<file path="src/tks_pkg.sv">
// Constants, register map and field layout of the touch key readout block
package tks_pkg;

  localparam int ADDR_W = 12;

  // Register indices; the byte address is four times the index
  localparam logic [7:0] IDX_IRQ_EN_MAIN = 8'ha8;
  localparam logic [7:0] IDX_IRQ_EN_EXTRA = 8'ha9;
  localparam logic [7:0] IDX_SHARED_LOW = 8'haa;
  localparam logic [7:0] IDX_CONV_HIGH = 8'hab;
  localparam logic [7:0] IDX_COUNT_LOW = 8'hac;
  localparam logic [7:0] IDX_CAP_TRIM = 8'had;
  localparam logic [7:0] IDX_TOUCH_CTRL = 8'hae;
  localparam logic [7:0] IDX_EVENT_STATUS = 8'hc0;
  localparam logic [7:0] IDX_EVENT_MASK = 8'hc1;

  // Field positions
  localparam int CTL_PD_BIT = 7;
  localparam int CTL_EOC_BIT = 6;
  localparam int CTL_LDO_BIT = 5;
  localparam int CHS_W = 5;
  localparam int TRIM_W = 7;
  localparam int IE_GLOBAL_BIT = 7;
  localparam int IE1_CONV_TOUCH_BIT = 3;
  localparam int EV_TOUCH_BIT = 0;
  localparam int EV_CONV_BIT = 1;
  localparam int EV_W = 2;

  // Reset values
  localparam logic CTL_PD_RST = 1'b1;
  localparam logic CTL_EOC_RST = 1'b1;
  localparam logic CTL_LDO_RST = 1'b0;
  localparam logic [4:0] CHS_RST = 5'h0f;
  localparam logic [6:0] TRIM_RST = 7'h40;
  localparam logic [7:0] IE_RST = 8'h00;
  localparam logic [1:0] EV_RST = 2'h0;

  // Channel codes
  localparam logic [4:0] CHS_REF_KEY = 5'h0f;
  localparam logic [4:0] CHS_LAST_PAD = 5'h13;
  localparam int NUM_PADS = 20;

  // Measurement gate timing
  localparam int CNT_W = 12;
  localparam int CLK_PERIOD_NS = 8;
  localparam int WIN_BASE_NS = 4096;
  localparam int WIN_STEP_NS = 64;
  localparam int WIN_BASE_CYC = (WIN_BASE_NS + CLK_PERIOD_NS - 1) / CLK_PERIOD_NS;
  localparam int WIN_STEP_CYC = (WIN_STEP_NS + CLK_PERIOD_NS - 1) / CLK_PERIOD_NS;

endpackage

</file>
<file path="src/tks_meas_if.sv">
// Handshake between the register front end and the measurement counter
`timescale 1ns/1ns
`default_nettype none
interface tks_meas_if;
  logic start;
  logic abort;
  logic [6:0] trim;
  logic done;
  logic busy;
  logic [11:0] count;
  modport ctrl (output start, output abort, output trim, input done, input busy, input count);
  modport meas (input start, input abort, input trim, output done, output busy, output count);
endinterface
`default_nettype wire

</file>
<file path="src/tks_meas.sv">
// Counts pad oscillator edges over a gate whose length follows the trim
`timescale 1ns/1ns
`default_nettype none
module tks_meas #(
  parameter int unsigned BASE_CYC = tks_pkg::WIN_BASE_CYC,
  parameter int unsigned STEP_CYC = tks_pkg::WIN_STEP_CYC
) (
  // Clock and reset
  input wire logic clk,
  input wire logic rstn,
  // Pad oscillator
  input wire logic osc_pin,
  // Front end
  tks_meas_if.meas m
);

  typedef enum logic [2:0] {
    ST_IDLE = 3'b001,
    ST_RUN = 3'b010,
    ST_DONE = 3'b100
  } tks_meas_state_t;

  tks_meas_state_t state_q;
  logic osc_s1_q, osc_s2_q, osc_s3_q;
  logic [11:0] win_q;
  logic [11:0] cnt_q;
  logic done_q;
  logic gate_end;

  assign gate_end = (state_q == ST_RUN) && (win_q == 12'h000) && !m.start && !m.abort;

  always_ff @(posedge clk) begin
    if (!rstn) begin
      osc_s1_q <= 1'b0;
      osc_s2_q <= 1'b0;
      osc_s3_q <= 1'b0;
    end else begin
      osc_s1_q <= osc_pin;
      osc_s2_q <= osc_s1_q;
      osc_s3_q <= osc_s2_q;
    end
  end

  always_ff @(posedge clk) begin
    if (!rstn || m.abort) begin
      state_q <= ST_IDLE;
    end else begin
      case (state_q)
        ST_IDLE: if (m.start) state_q <= ST_RUN;
        ST_RUN: if (gate_end) state_q <= ST_DONE;
        ST_DONE: state_q <= m.start ? ST_RUN : ST_IDLE;
        default: state_q <= ST_IDLE;
      endcase
    end
  end

  // Longer gate for a larger trim, so the count grows with it
  always_ff @(posedge clk) begin
    if (!rstn) begin
      win_q <= 12'h000;
    end else if (m.start) begin
      win_q <= 12'(BASE_CYC) + 12'(m.trim) * 12'(STEP_CYC);
    end else if (state_q == ST_RUN && win_q != 12'h000) begin
      win_q <= win_q - 12'h001;
    end
  end

  always_ff @(posedge clk) begin
    if (!rstn) begin
      cnt_q <= 12'h000;
    end else if (m.start) begin
      cnt_q <= 12'h000;
    end else if (state_q == ST_RUN && osc_s2_q && !osc_s3_q && cnt_q != 12'hfff) begin
      cnt_q <= cnt_q + 12'h001;
    end
  end

  always_ff @(posedge clk) begin
    if (!rstn) begin
      done_q <= 1'b0;
    end else begin
      done_q <= gate_end;
    end
  end

  assign m.done = done_q;
  assign m.busy = (state_q == ST_RUN);
  assign m.count = cnt_q;

endmodule
`default_nettype wire

</file>
<file path="src/tks_top.sv">
// Touch key readout: APB registers, channel decode, count capture and interrupt
`timescale 1ns/1ns
`default_nettype none
module tks_top #(
  parameter int unsigned WIN_BASE_CYC = tks_pkg::WIN_BASE_CYC,
  parameter int unsigned WIN_STEP_CYC = tks_pkg::WIN_STEP_CYC
) (
  // Clock and reset
  input wire logic CLK,
  input wire logic RSTN,
  // APB slave
  input wire logic PSEL,
  input wire logic PENABLE,
  input wire logic PWRITE,
  input wire logic [tks_pkg::ADDR_W-1:0] PADDR,
  input wire logic [31:0] PWDATA,
  input wire logic [3:0] PSTRB,
  output logic [31:0] PRDATA,
  output logic PREADY,
  output logic PSLVERR,
  // Touch pads
  input wire logic TOUCH_OSC_IN,
  output logic TOUCH_PWR_EN,
  output logic TOUCH_LDO_HIGH,
  output logic [tks_pkg::NUM_PADS-1:0] TOUCH_PAD_SEL,
  output logic TOUCH_REF_SEL,
  // Converter result, same clock
  input wire logic ADC_DONE,
  input wire logic [11:0] ADC_DATA,
  // Interrupt
  output logic IRQ
);

  // Byte addresses
  localparam logic [11:0] ADR_IE_MAIN = {2'b00, tks_pkg::IDX_IRQ_EN_MAIN, 2'b00};
  localparam logic [11:0] ADR_IE_EXTRA = {2'b00, tks_pkg::IDX_IRQ_EN_EXTRA, 2'b00};
  localparam logic [11:0] ADR_SHARED = {2'b00, tks_pkg::IDX_SHARED_LOW, 2'b00};
  localparam logic [11:0] ADR_CONV_HI = {2'b00, tks_pkg::IDX_CONV_HIGH, 2'b00};
  localparam logic [11:0] ADR_CNT_LO = {2'b00, tks_pkg::IDX_COUNT_LOW, 2'b00};
  localparam logic [11:0] ADR_TRIM = {2'b00, tks_pkg::IDX_CAP_TRIM, 2'b00};
  localparam logic [11:0] ADR_CTRL = {2'b00, tks_pkg::IDX_TOUCH_CTRL, 2'b00};
  localparam logic [11:0] ADR_STATUS = {2'b00, tks_pkg::IDX_EVENT_STATUS, 2'b00};
  localparam logic [11:0] ADR_MASK = {2'b00, tks_pkg::IDX_EVENT_MASK, 2'b00};

  tks_meas_if meas_if ();

  // Register state
  logic [7:0] ie_main_q;
  logic [7:0] ie_extra_q;
  logic pd_q;
  logic eoc_q;
  logic eoc_d;
  logic ldo_q;
  logic [4:0] chs_q;
  logic [6:0] trim_q;
  logic [11:0] count_q;
  logic [11:0] conv_q;
  logic [1:0] ev_status_q;
  logic [1:0] ev_mask_q;
  logic done_pend_q;
  logic start_q;

  // Bus state
  logic [31:0] prdata_q;
  logic pready_q;
  logic pslverr_q;
  logic access;
  logic wr_en;
  logic [7:0] wbyte;
  logic [7:0] rd_byte;
  logic hit;
  logic wr_ie_main;
  logic wr_ie_extra;
  logic wr_trim;
  logic wr_ctrl;
  logic wr_status;
  logic wr_mask;

  // Outputs from flops
  logic pwr_en_q;
  logic ldo_out_q;
  logic [tks_pkg::NUM_PADS-1:0] pad_sel_q;
  logic ref_sel_q;
  logic irq_q;

  // Access phase takes two cycles: PREADY rises at its first edge
  assign access = PSEL && PENABLE && !pready_q;
  assign wr_en = PSEL && PENABLE && pready_q && PWRITE && PSTRB[0] && !pslverr_q;
  assign wbyte = PWDATA[7:0];

  // One write strobe per writable register
  assign wr_ie_main = wr_en && (PADDR == ADR_IE_MAIN);
  assign wr_ie_extra = wr_en && (PADDR == ADR_IE_EXTRA);
  assign wr_trim = wr_en && (PADDR == ADR_TRIM);
  assign wr_ctrl = wr_en && (PADDR == ADR_CTRL);
  assign wr_status = wr_en && (PADDR == ADR_STATUS);
  assign wr_mask = wr_en && (PADDR == ADR_MASK);

  // Read mux and address decode
  always_comb begin
    rd_byte = 8'h00;
    hit = 1'b1;
    case (PADDR)
      ADR_IE_MAIN: rd_byte = ie_main_q;
      ADR_IE_EXTRA: rd_byte = ie_extra_q;
      ADR_SHARED: rd_byte = {conv_q[3:0], count_q[11:8]};
      ADR_CONV_HI: rd_byte = conv_q[11:4];
      ADR_CNT_LO: rd_byte = count_q[7:0];
      ADR_TRIM: rd_byte = {1'b0, trim_q};
      ADR_CTRL: rd_byte = {pd_q, eoc_q, ldo_q, chs_q};
      ADR_STATUS: rd_byte = {6'h00, ev_status_q};
      ADR_MASK: rd_byte = {6'h00, ev_mask_q};
      default: hit = 1'b0;
    endcase
  end

  always_ff @(posedge CLK) begin
    if (!RSTN) begin
      pready_q <= 1'b0;
    end else begin
      pready_q <= access;
    end
  end

  // An unmapped address answers with an error and zero data
  always_ff @(posedge CLK) begin
    if (!RSTN) begin
      pslverr_q <= 1'b0;
    end else begin
      pslverr_q <= access && !hit;
    end
  end

  always_ff @(posedge CLK) begin
    if (!RSTN) begin
      prdata_q <= 32'h0000_0000;
    end else if (access && !PWRITE) begin
      prdata_q <= {24'h000000, rd_byte};
    end else if (access) begin
      prdata_q <= 32'h0000_0000;
    end
  end

  // Interrupt enable registers; only the gate bits act, the rest is storage
  always_ff @(posedge CLK) begin
    if (!RSTN) begin
      ie_main_q <= tks_pkg::IE_RST;
    end else if (wr_ie_main) begin
      ie_main_q <= wbyte;
    end
  end

  always_ff @(posedge CLK) begin
    if (!RSTN) begin
      ie_extra_q <= tks_pkg::IE_RST;
    end else if (wr_ie_extra) begin
      ie_extra_q <= wbyte;
    end
  end

  // Control fields; bit 6 is read-only and ignored on write
  always_ff @(posedge CLK) begin
    if (!RSTN) begin
      pd_q <= tks_pkg::CTL_PD_RST;
    end else if (wr_ctrl) begin
      pd_q <= wbyte[tks_pkg::CTL_PD_BIT];
    end
  end

  always_ff @(posedge CLK) begin
    if (!RSTN) begin
      ldo_q <= tks_pkg::CTL_LDO_RST;
    end else if (wr_ctrl) begin
      ldo_q <= wbyte[tks_pkg::CTL_LDO_BIT];
    end
  end

  always_ff @(posedge CLK) begin
    if (!RSTN) begin
      chs_q <= tks_pkg::CHS_RST;
    end else if (wr_ctrl) begin
      chs_q <= wbyte[tks_pkg::CHS_W-1:0];
    end
  end

  always_ff @(posedge CLK) begin
    if (!RSTN) begin
      trim_q <= tks_pkg::TRIM_RST;
    end else if (wr_trim) begin
      trim_q <= wbyte[tks_pkg::TRIM_W-1:0];
    end
  end

  // A control write with power-down clear starts a measurement
  always_ff @(posedge CLK) begin
    if (!RSTN) begin
      start_q <= 1'b0;
    end else begin
      start_q <= wr_ctrl && !wbyte[tks_pkg::CTL_PD_BIT];
    end
  end

  assign meas_if.start = start_q;
  assign meas_if.abort = pd_q;
  assign meas_if.trim = trim_q;

  tks_meas #(
    .BASE_CYC(WIN_BASE_CYC),
    .STEP_CYC(WIN_STEP_CYC)
  ) u_meas (
    .clk(CLK),
    .rstn(RSTN),
    .osc_pin(TOUCH_OSC_IN),
    .m(meas_if.meas)
  );

  // Count is captured one cycle before the done flag rises
  always_ff @(posedge CLK) begin
    if (!RSTN) begin
      done_pend_q <= 1'b0;
    end else begin
      done_pend_q <= meas_if.done && !start_q && !pd_q;
    end
  end

  // A result cut short by a restart or power-down is not kept
  always_ff @(posedge CLK) begin
    if (!RSTN) begin
      count_q <= 12'h000;
    end else if (meas_if.done && !start_q && !pd_q) begin
      count_q <= meas_if.count;
    end
  end

  // Power-down ends any measurement and leaves the flag set
  always_comb begin
    eoc_d = eoc_q;
    if (start_q) begin
      eoc_d = 1'b0;
    end else if (done_pend_q || pd_q) begin
      eoc_d = 1'b1;
    end
  end

  always_ff @(posedge CLK) begin
    if (!RSTN) begin
      eoc_q <= tks_pkg::CTL_EOC_RST;
    end else begin
      eoc_q <= eoc_d;
    end
  end

  always_ff @(posedge CLK) begin
    if (!RSTN) begin
      conv_q <= 12'h000;
    end else if (ADC_DONE) begin
      conv_q <= ADC_DATA;
    end
  end

  // Sticky events, write one to clear; a new event wins over the clear
  always_ff @(posedge CLK) begin
    if (!RSTN) begin
      ev_status_q <= tks_pkg::EV_RST;
    end else begin
      for (int i = 0; i < tks_pkg::EV_W; i++) begin
        if (wr_status && wbyte[i]) begin
          ev_status_q[i] <= 1'b0;
        end
      end
      if (eoc_d && !eoc_q) begin
        ev_status_q[tks_pkg::EV_TOUCH_BIT] <= 1'b1;
      end
      if (ADC_DONE) begin
        ev_status_q[tks_pkg::EV_CONV_BIT] <= 1'b1;
      end
    end
  end

  always_ff @(posedge CLK) begin
    if (!RSTN) begin
      ev_mask_q <= tks_pkg::EV_RST;
    end else if (wr_mask) begin
      ev_mask_q <= wbyte[tks_pkg::EV_W-1:0];
    end
  end

  always_ff @(posedge CLK) begin
    if (!RSTN) begin
      irq_q <= 1'b0;
    end else begin
      irq_q <= ie_main_q[tks_pkg::IE_GLOBAL_BIT]
        && ie_extra_q[tks_pkg::IE1_CONV_TOUCH_BIT]
        && |(ev_status_q & ev_mask_q);
    end
  end

  // Pad side controls
  always_ff @(posedge CLK) begin
    if (!RSTN) begin
      pwr_en_q <= 1'b0;
    end else begin
      pwr_en_q <= !pd_q;
    end
  end

  always_ff @(posedge CLK) begin
    if (!RSTN) begin
      ldo_out_q <= 1'b0;
    end else begin
      ldo_out_q <= ldo_q;
    end
  end

  always_ff @(posedge CLK) begin
    if (!RSTN) begin
      ref_sel_q <= 1'b0;
    end else begin
      ref_sel_q <= (chs_q == tks_pkg::CHS_REF_KEY);
    end
  end

  // Codes past the last pad and the reference key select no pad
  always_ff @(posedge CLK) begin
    if (!RSTN) begin
      pad_sel_q <= '0;
    end else begin
      for (int p = 0; p < tks_pkg::NUM_PADS; p++) begin
        pad_sel_q[p] <= (chs_q == 5'(p)) && (chs_q != tks_pkg::CHS_REF_KEY)
          && (chs_q <= tks_pkg::CHS_LAST_PAD);
      end
    end
  end

  assign PRDATA = prdata_q;
  assign PREADY = pready_q;
  assign PSLVERR = pslverr_q;
  assign TOUCH_PWR_EN = pwr_en_q;
  assign TOUCH_LDO_HIGH = ldo_out_q;
  assign TOUCH_PAD_SEL = pad_sel_q;
  assign TOUCH_REF_SEL = ref_sel_q;
  assign IRQ = irq_q;

endmodule
`default_nettype wire

</file>
<file path="config.mk">
export PLATFORM = sky130hd
export DESIGN_NAME = tks_top
export DESIGN_NICKNAME = d
export VERILOG_FILES = /design/src/tks_pkg.sv /design/src/tks_meas_if.sv /design/src/tks_meas.sv /design/src/tks_top.sv
export SDC_FILE = /design/constraint.sdc
export NUM_CORES = 1
export LEC_CHECK = 0
export ABC_AREA = 0
export BUFFER_PORTS_ARGS = -buffer_cell sky130_fd_sc_hd__buf_4
export CAP_MARGIN = 5
export CORE_MARGIN = 8
export CORE_UTILIZATION = 44
export DETAILED_ROUTE_END_ITERATION = 6
export HOLD_SLACK_MARGIN = 0.15
export PLACE_DENSITY = 0.79
export SLEW_MARGIN = 20
export SYNTH_ARGS = -nofsm -noshare
export SYNTH_HDL_FRONTEND = slang
export SYNTH_SLANG_ARGS = --single-unit
</file>
<file path="constraint.sdc">
create_clock -name CLK -period 1.9 [get_ports CLK]
set_input_delay 0.19 -clock CLK [delete_from_list [all_inputs] [get_ports CLK]]
set_output_delay 0.19 -clock CLK [all_outputs]
set_load 0.05 [all_outputs]
</file>
==> results_dict.tcl <==
set metrics [dict create \
    cts_tree "yes" \
    clock-sinks 125 \
    ys_ff_latch 125 \
    combPwrFrac_pct 7.0 \
    dr_wl_met3_mm 1.25 \
    drv_slew 0 \
    drive_above_1_share_pct 24.1 \
    place_area_um2 6470 \
    slew_headroom_pct 50.8 \
    whs_path_depth 4 \
    yosysSeqAreaShare_pct 44.4 \
    fin_crit_sh_pct 102 \
    yosysTopAreaCellShare_pct 44.4 \
    syn_to_final_growth_pct 30.7 \
    synth_warnings 0 \
    ios 125 \
    fin_crit_ns 1.94 \
    netlist_top_cells_count "125 x dfxtp_1, 94 x nor2_1, 60 x nand2_1, 53 x mux2i_1, 26 x a21oi_1" \
    place_inst 867 \
    wl_met1_mm 6.54 \
    avgViaCountPerCell 5.41 \
    yosysMostFrequentCell "dfxtp_1" \
    htreeDepth 4 \
    ir_drop_mv 0.535 \
    worstPathArrival_ns 2.24 \
    cp-start-kind "flop" \
    drc 0 \
    status "finished with violations" \
    drtAntennaViolNets 0 \
    cap_violations 0 \
    grtUsageTotal_pct 18.8 \
    critPathMaxFanout 8 \
    io_buffers 72 \
    worstSkewPairLatency_ns 0.42 \
    async_reset_ff_share_pct 0 \
    dp_hpwl_mm 10.9 \
    path_class "reg -> reg" \
    routed.top_layer "met4" \
    cts-buffers-inserted 17 \
    clkPwrFrac_pct 51.2 \
    synth_edf_count 0 \
    fin_nets 807 \
    p_sw_share_pct 22.6 \
    routed_wirelength_mm 16.0 \
    antenna_found_initial 0 \
    cts_buffer_depth 2 \
    wl_per_cell_um 17.3 \
    num_antenna_cells 0 \
    fill_cells 1068 \
    leakage_uw 0.00299 \
    internal_power_uw 4920 \
    netlist_instances 621 \
    ys_types 67 \
    synth.avg_cell_area_um2 9.08 \
    path_clk_slew_ns 0.06 \
    overflow 0 \
    grt_pass1_vias 4945 \
    layout_setup_ws_ns -0.0371 \
    yosysTopAreaCell "dfxtp_1" \
    finalHoldViolCount 0 \
    via_count 4997 \
    final_area_um2 7370 \
    gp_congestion 0.865 \
    power_density_nw_per_um2 862 \
    endpoint_kind "flop" \
    ys_top_cells_by_area "dfxtp_1 44%, mux2i_1 9.4%, nor2_1 6.3%, nand2_1 4.0%, buf_4 3.3%" \
    routed-wl-met2_mm 7.89 \
    fin_cells 923 \
    clockRootBuffer "clkbuf_16" \
    grt_max_degree 46 \
    grt_pass1_wl_mm 24.5 \
    start_util_pct 44.8 \
    core_um2 12600 \
    die_w_um 129 \
    hold_path.class "in -> reg" \
    fp-row-count 41 \
    finClkSkew_ns 0.00708 \
    grt_setup_unrepaired "yes" \
    rr_worst_depth 5 \
    die_area_um2 16700 \
    setup_violations 4 \
    place_worst_setup_slack_ns -0.0312 \
    violations "setup timing" \
    max_freq_mhz 516 \
    switchingPower_uw 1430 \
    dr.pass1.iters 7 \
    cp.required_ns 2.20 \
    first_iter_violations 443 \
    p_seq_share_pct 41.9 \
    synth_top_flop_cell "dfxtp_1" \
    syn_area_um2 5640 \
    die_h_um 129 \
    worst_pin_slew_ns 0.732 \
]
final cells by class:
| type | instances | area (um^2) | area share [%] |
|---|---|---|---|
| clock inverter | 8 | 115 | 1.56 |
| inverter | 10 | 37.5 | 0.510 |
| tap | 172 | 215 | 2.92 |
| clock buffer | 24 | 472 | 6.40 |
| multi-input combinational | 451 | 2940 | 39.9 |
| sequential | 125 | 2510 | 34.0 |
| timing repair buffer | 133 | 1080 | 14.6 |
critical path, stage by stage, from the launching register on:
cell and delay [ns]:
dfxtp_4 0.34, nand2_2 0.05, or4b_4 0.48, or4_4 0.63
mux2i_1 0.23, nor2_1 0.08
metrics by stage:
step | hold WS (ns) | power [uW] | setup TNS [ns] | util, %
after detailed placement | 0.404 | 3110 | -0.0423 | 51.4
after CTS | 0.164 | 6350 | -0.0175 | 58.1
after global placement | 0.403 | 3100 | 0 | 51.4
final | 0.171 | 6350 | -0.0675 | 58.6
after global routing | 0.190 | 6520 | -0.545 | 58.6
after floorplan | 0.282 | 3010 | -0.350 | -
metal layers:
| metal | GRT usage (%) | vias to the layer above |
|---|---|---|
| met5 | 0 | - |
| met4 | 8.15 | 0 |
| met3 | 6.29 | 25 |
| met2 | 31.1 | 194 |
| met1 | 21.6 | 2400 |
| li1 | - | 2378 |
power groups by stage:
stage	combinational [uW]	sequential, uW	clock, uW
global route	469	2660	3400
finish	443	2660	3250
detailed placement	396	2710	0
global placement	391	2710	0
CTS	434	2660	3250
floorplan	292	2720	0
sequential cells by signal, indices dropped and copies added, names as in the netlist, 2 cells and up:
name,flops
TOUCH_PAD_SEL,19
conv_q,12
count_q,12
u_meas.m.count,12
u_meas.win_q,12
PRDATA,8
ie_extra_q,8
ie_main_q,8
meas_if.trim,7
chs_q,5
u_meas.state_q,3
ev_mask_q,2
ev_status_q,2
what timing repair did:
action                                  in CTS  in global routing
resized for setup                            4                  9
endpoints found under the hold margin       46                  0
endpoints found under the setup margin       7                 19
hold buffers                                22                  0
pin swaps                                    2                  5
buffers inserted                             1                  1
placed cells by master (no fill, tap or decap), drive strengths merged, types with 5 or more instances in the layout:
cell           n
dfxtp        125
buf          111
nor2          94
nand2         61
mux2i         53
a21oi         26
conb          25
clkbuf        24
o21ai         22
dlygate4sd3   22
nor3          18
nand3         17
xnor2         15
nor4          12
inv           10
and2           7
nand4          6
a221oi         6
a211oi         6
a222oi         5
clkinv         5
or4            5
nor3b          5
kinds of logic (layout without fill, tap and decap cells):
kind of cell,after synthesis,in the layout,synth area share (%)
and+or+nand+nor,259,259,23.3
other,1,25,0.0665
DFF,125,125,44.4
AOI/OAI and AO/OA,88,88,11.3
buffers and inverters,69,175,6.53
xor gates and xnor gates,19,19,2.95
muxes,58,58,11.0
adders and majority gates,2,2,0.444
final timing paths:
kind | start | end | slack (ns)
setup / recovery | PREADY$_SDFF_PN0_ | ie_extra_q[7]$_SDFFE_PN0P_ | -0.04
hold / removal | PADDR[0] | PRDATA[0]$_SDFFE_PN0P_ | 0.17
setup reg to reg | PREADY$_SDFF_PN0_ | ie_extra_q[7]$_SDFFE_PN0P_ | -0.04
hold reg to reg | u_meas.osc_s1_q$_SDFF_PN0_ | u_meas.osc_s2_q$_SDFF_PN0_ | 0.43
Note: power is estimated with default switching activity, not from simulation.
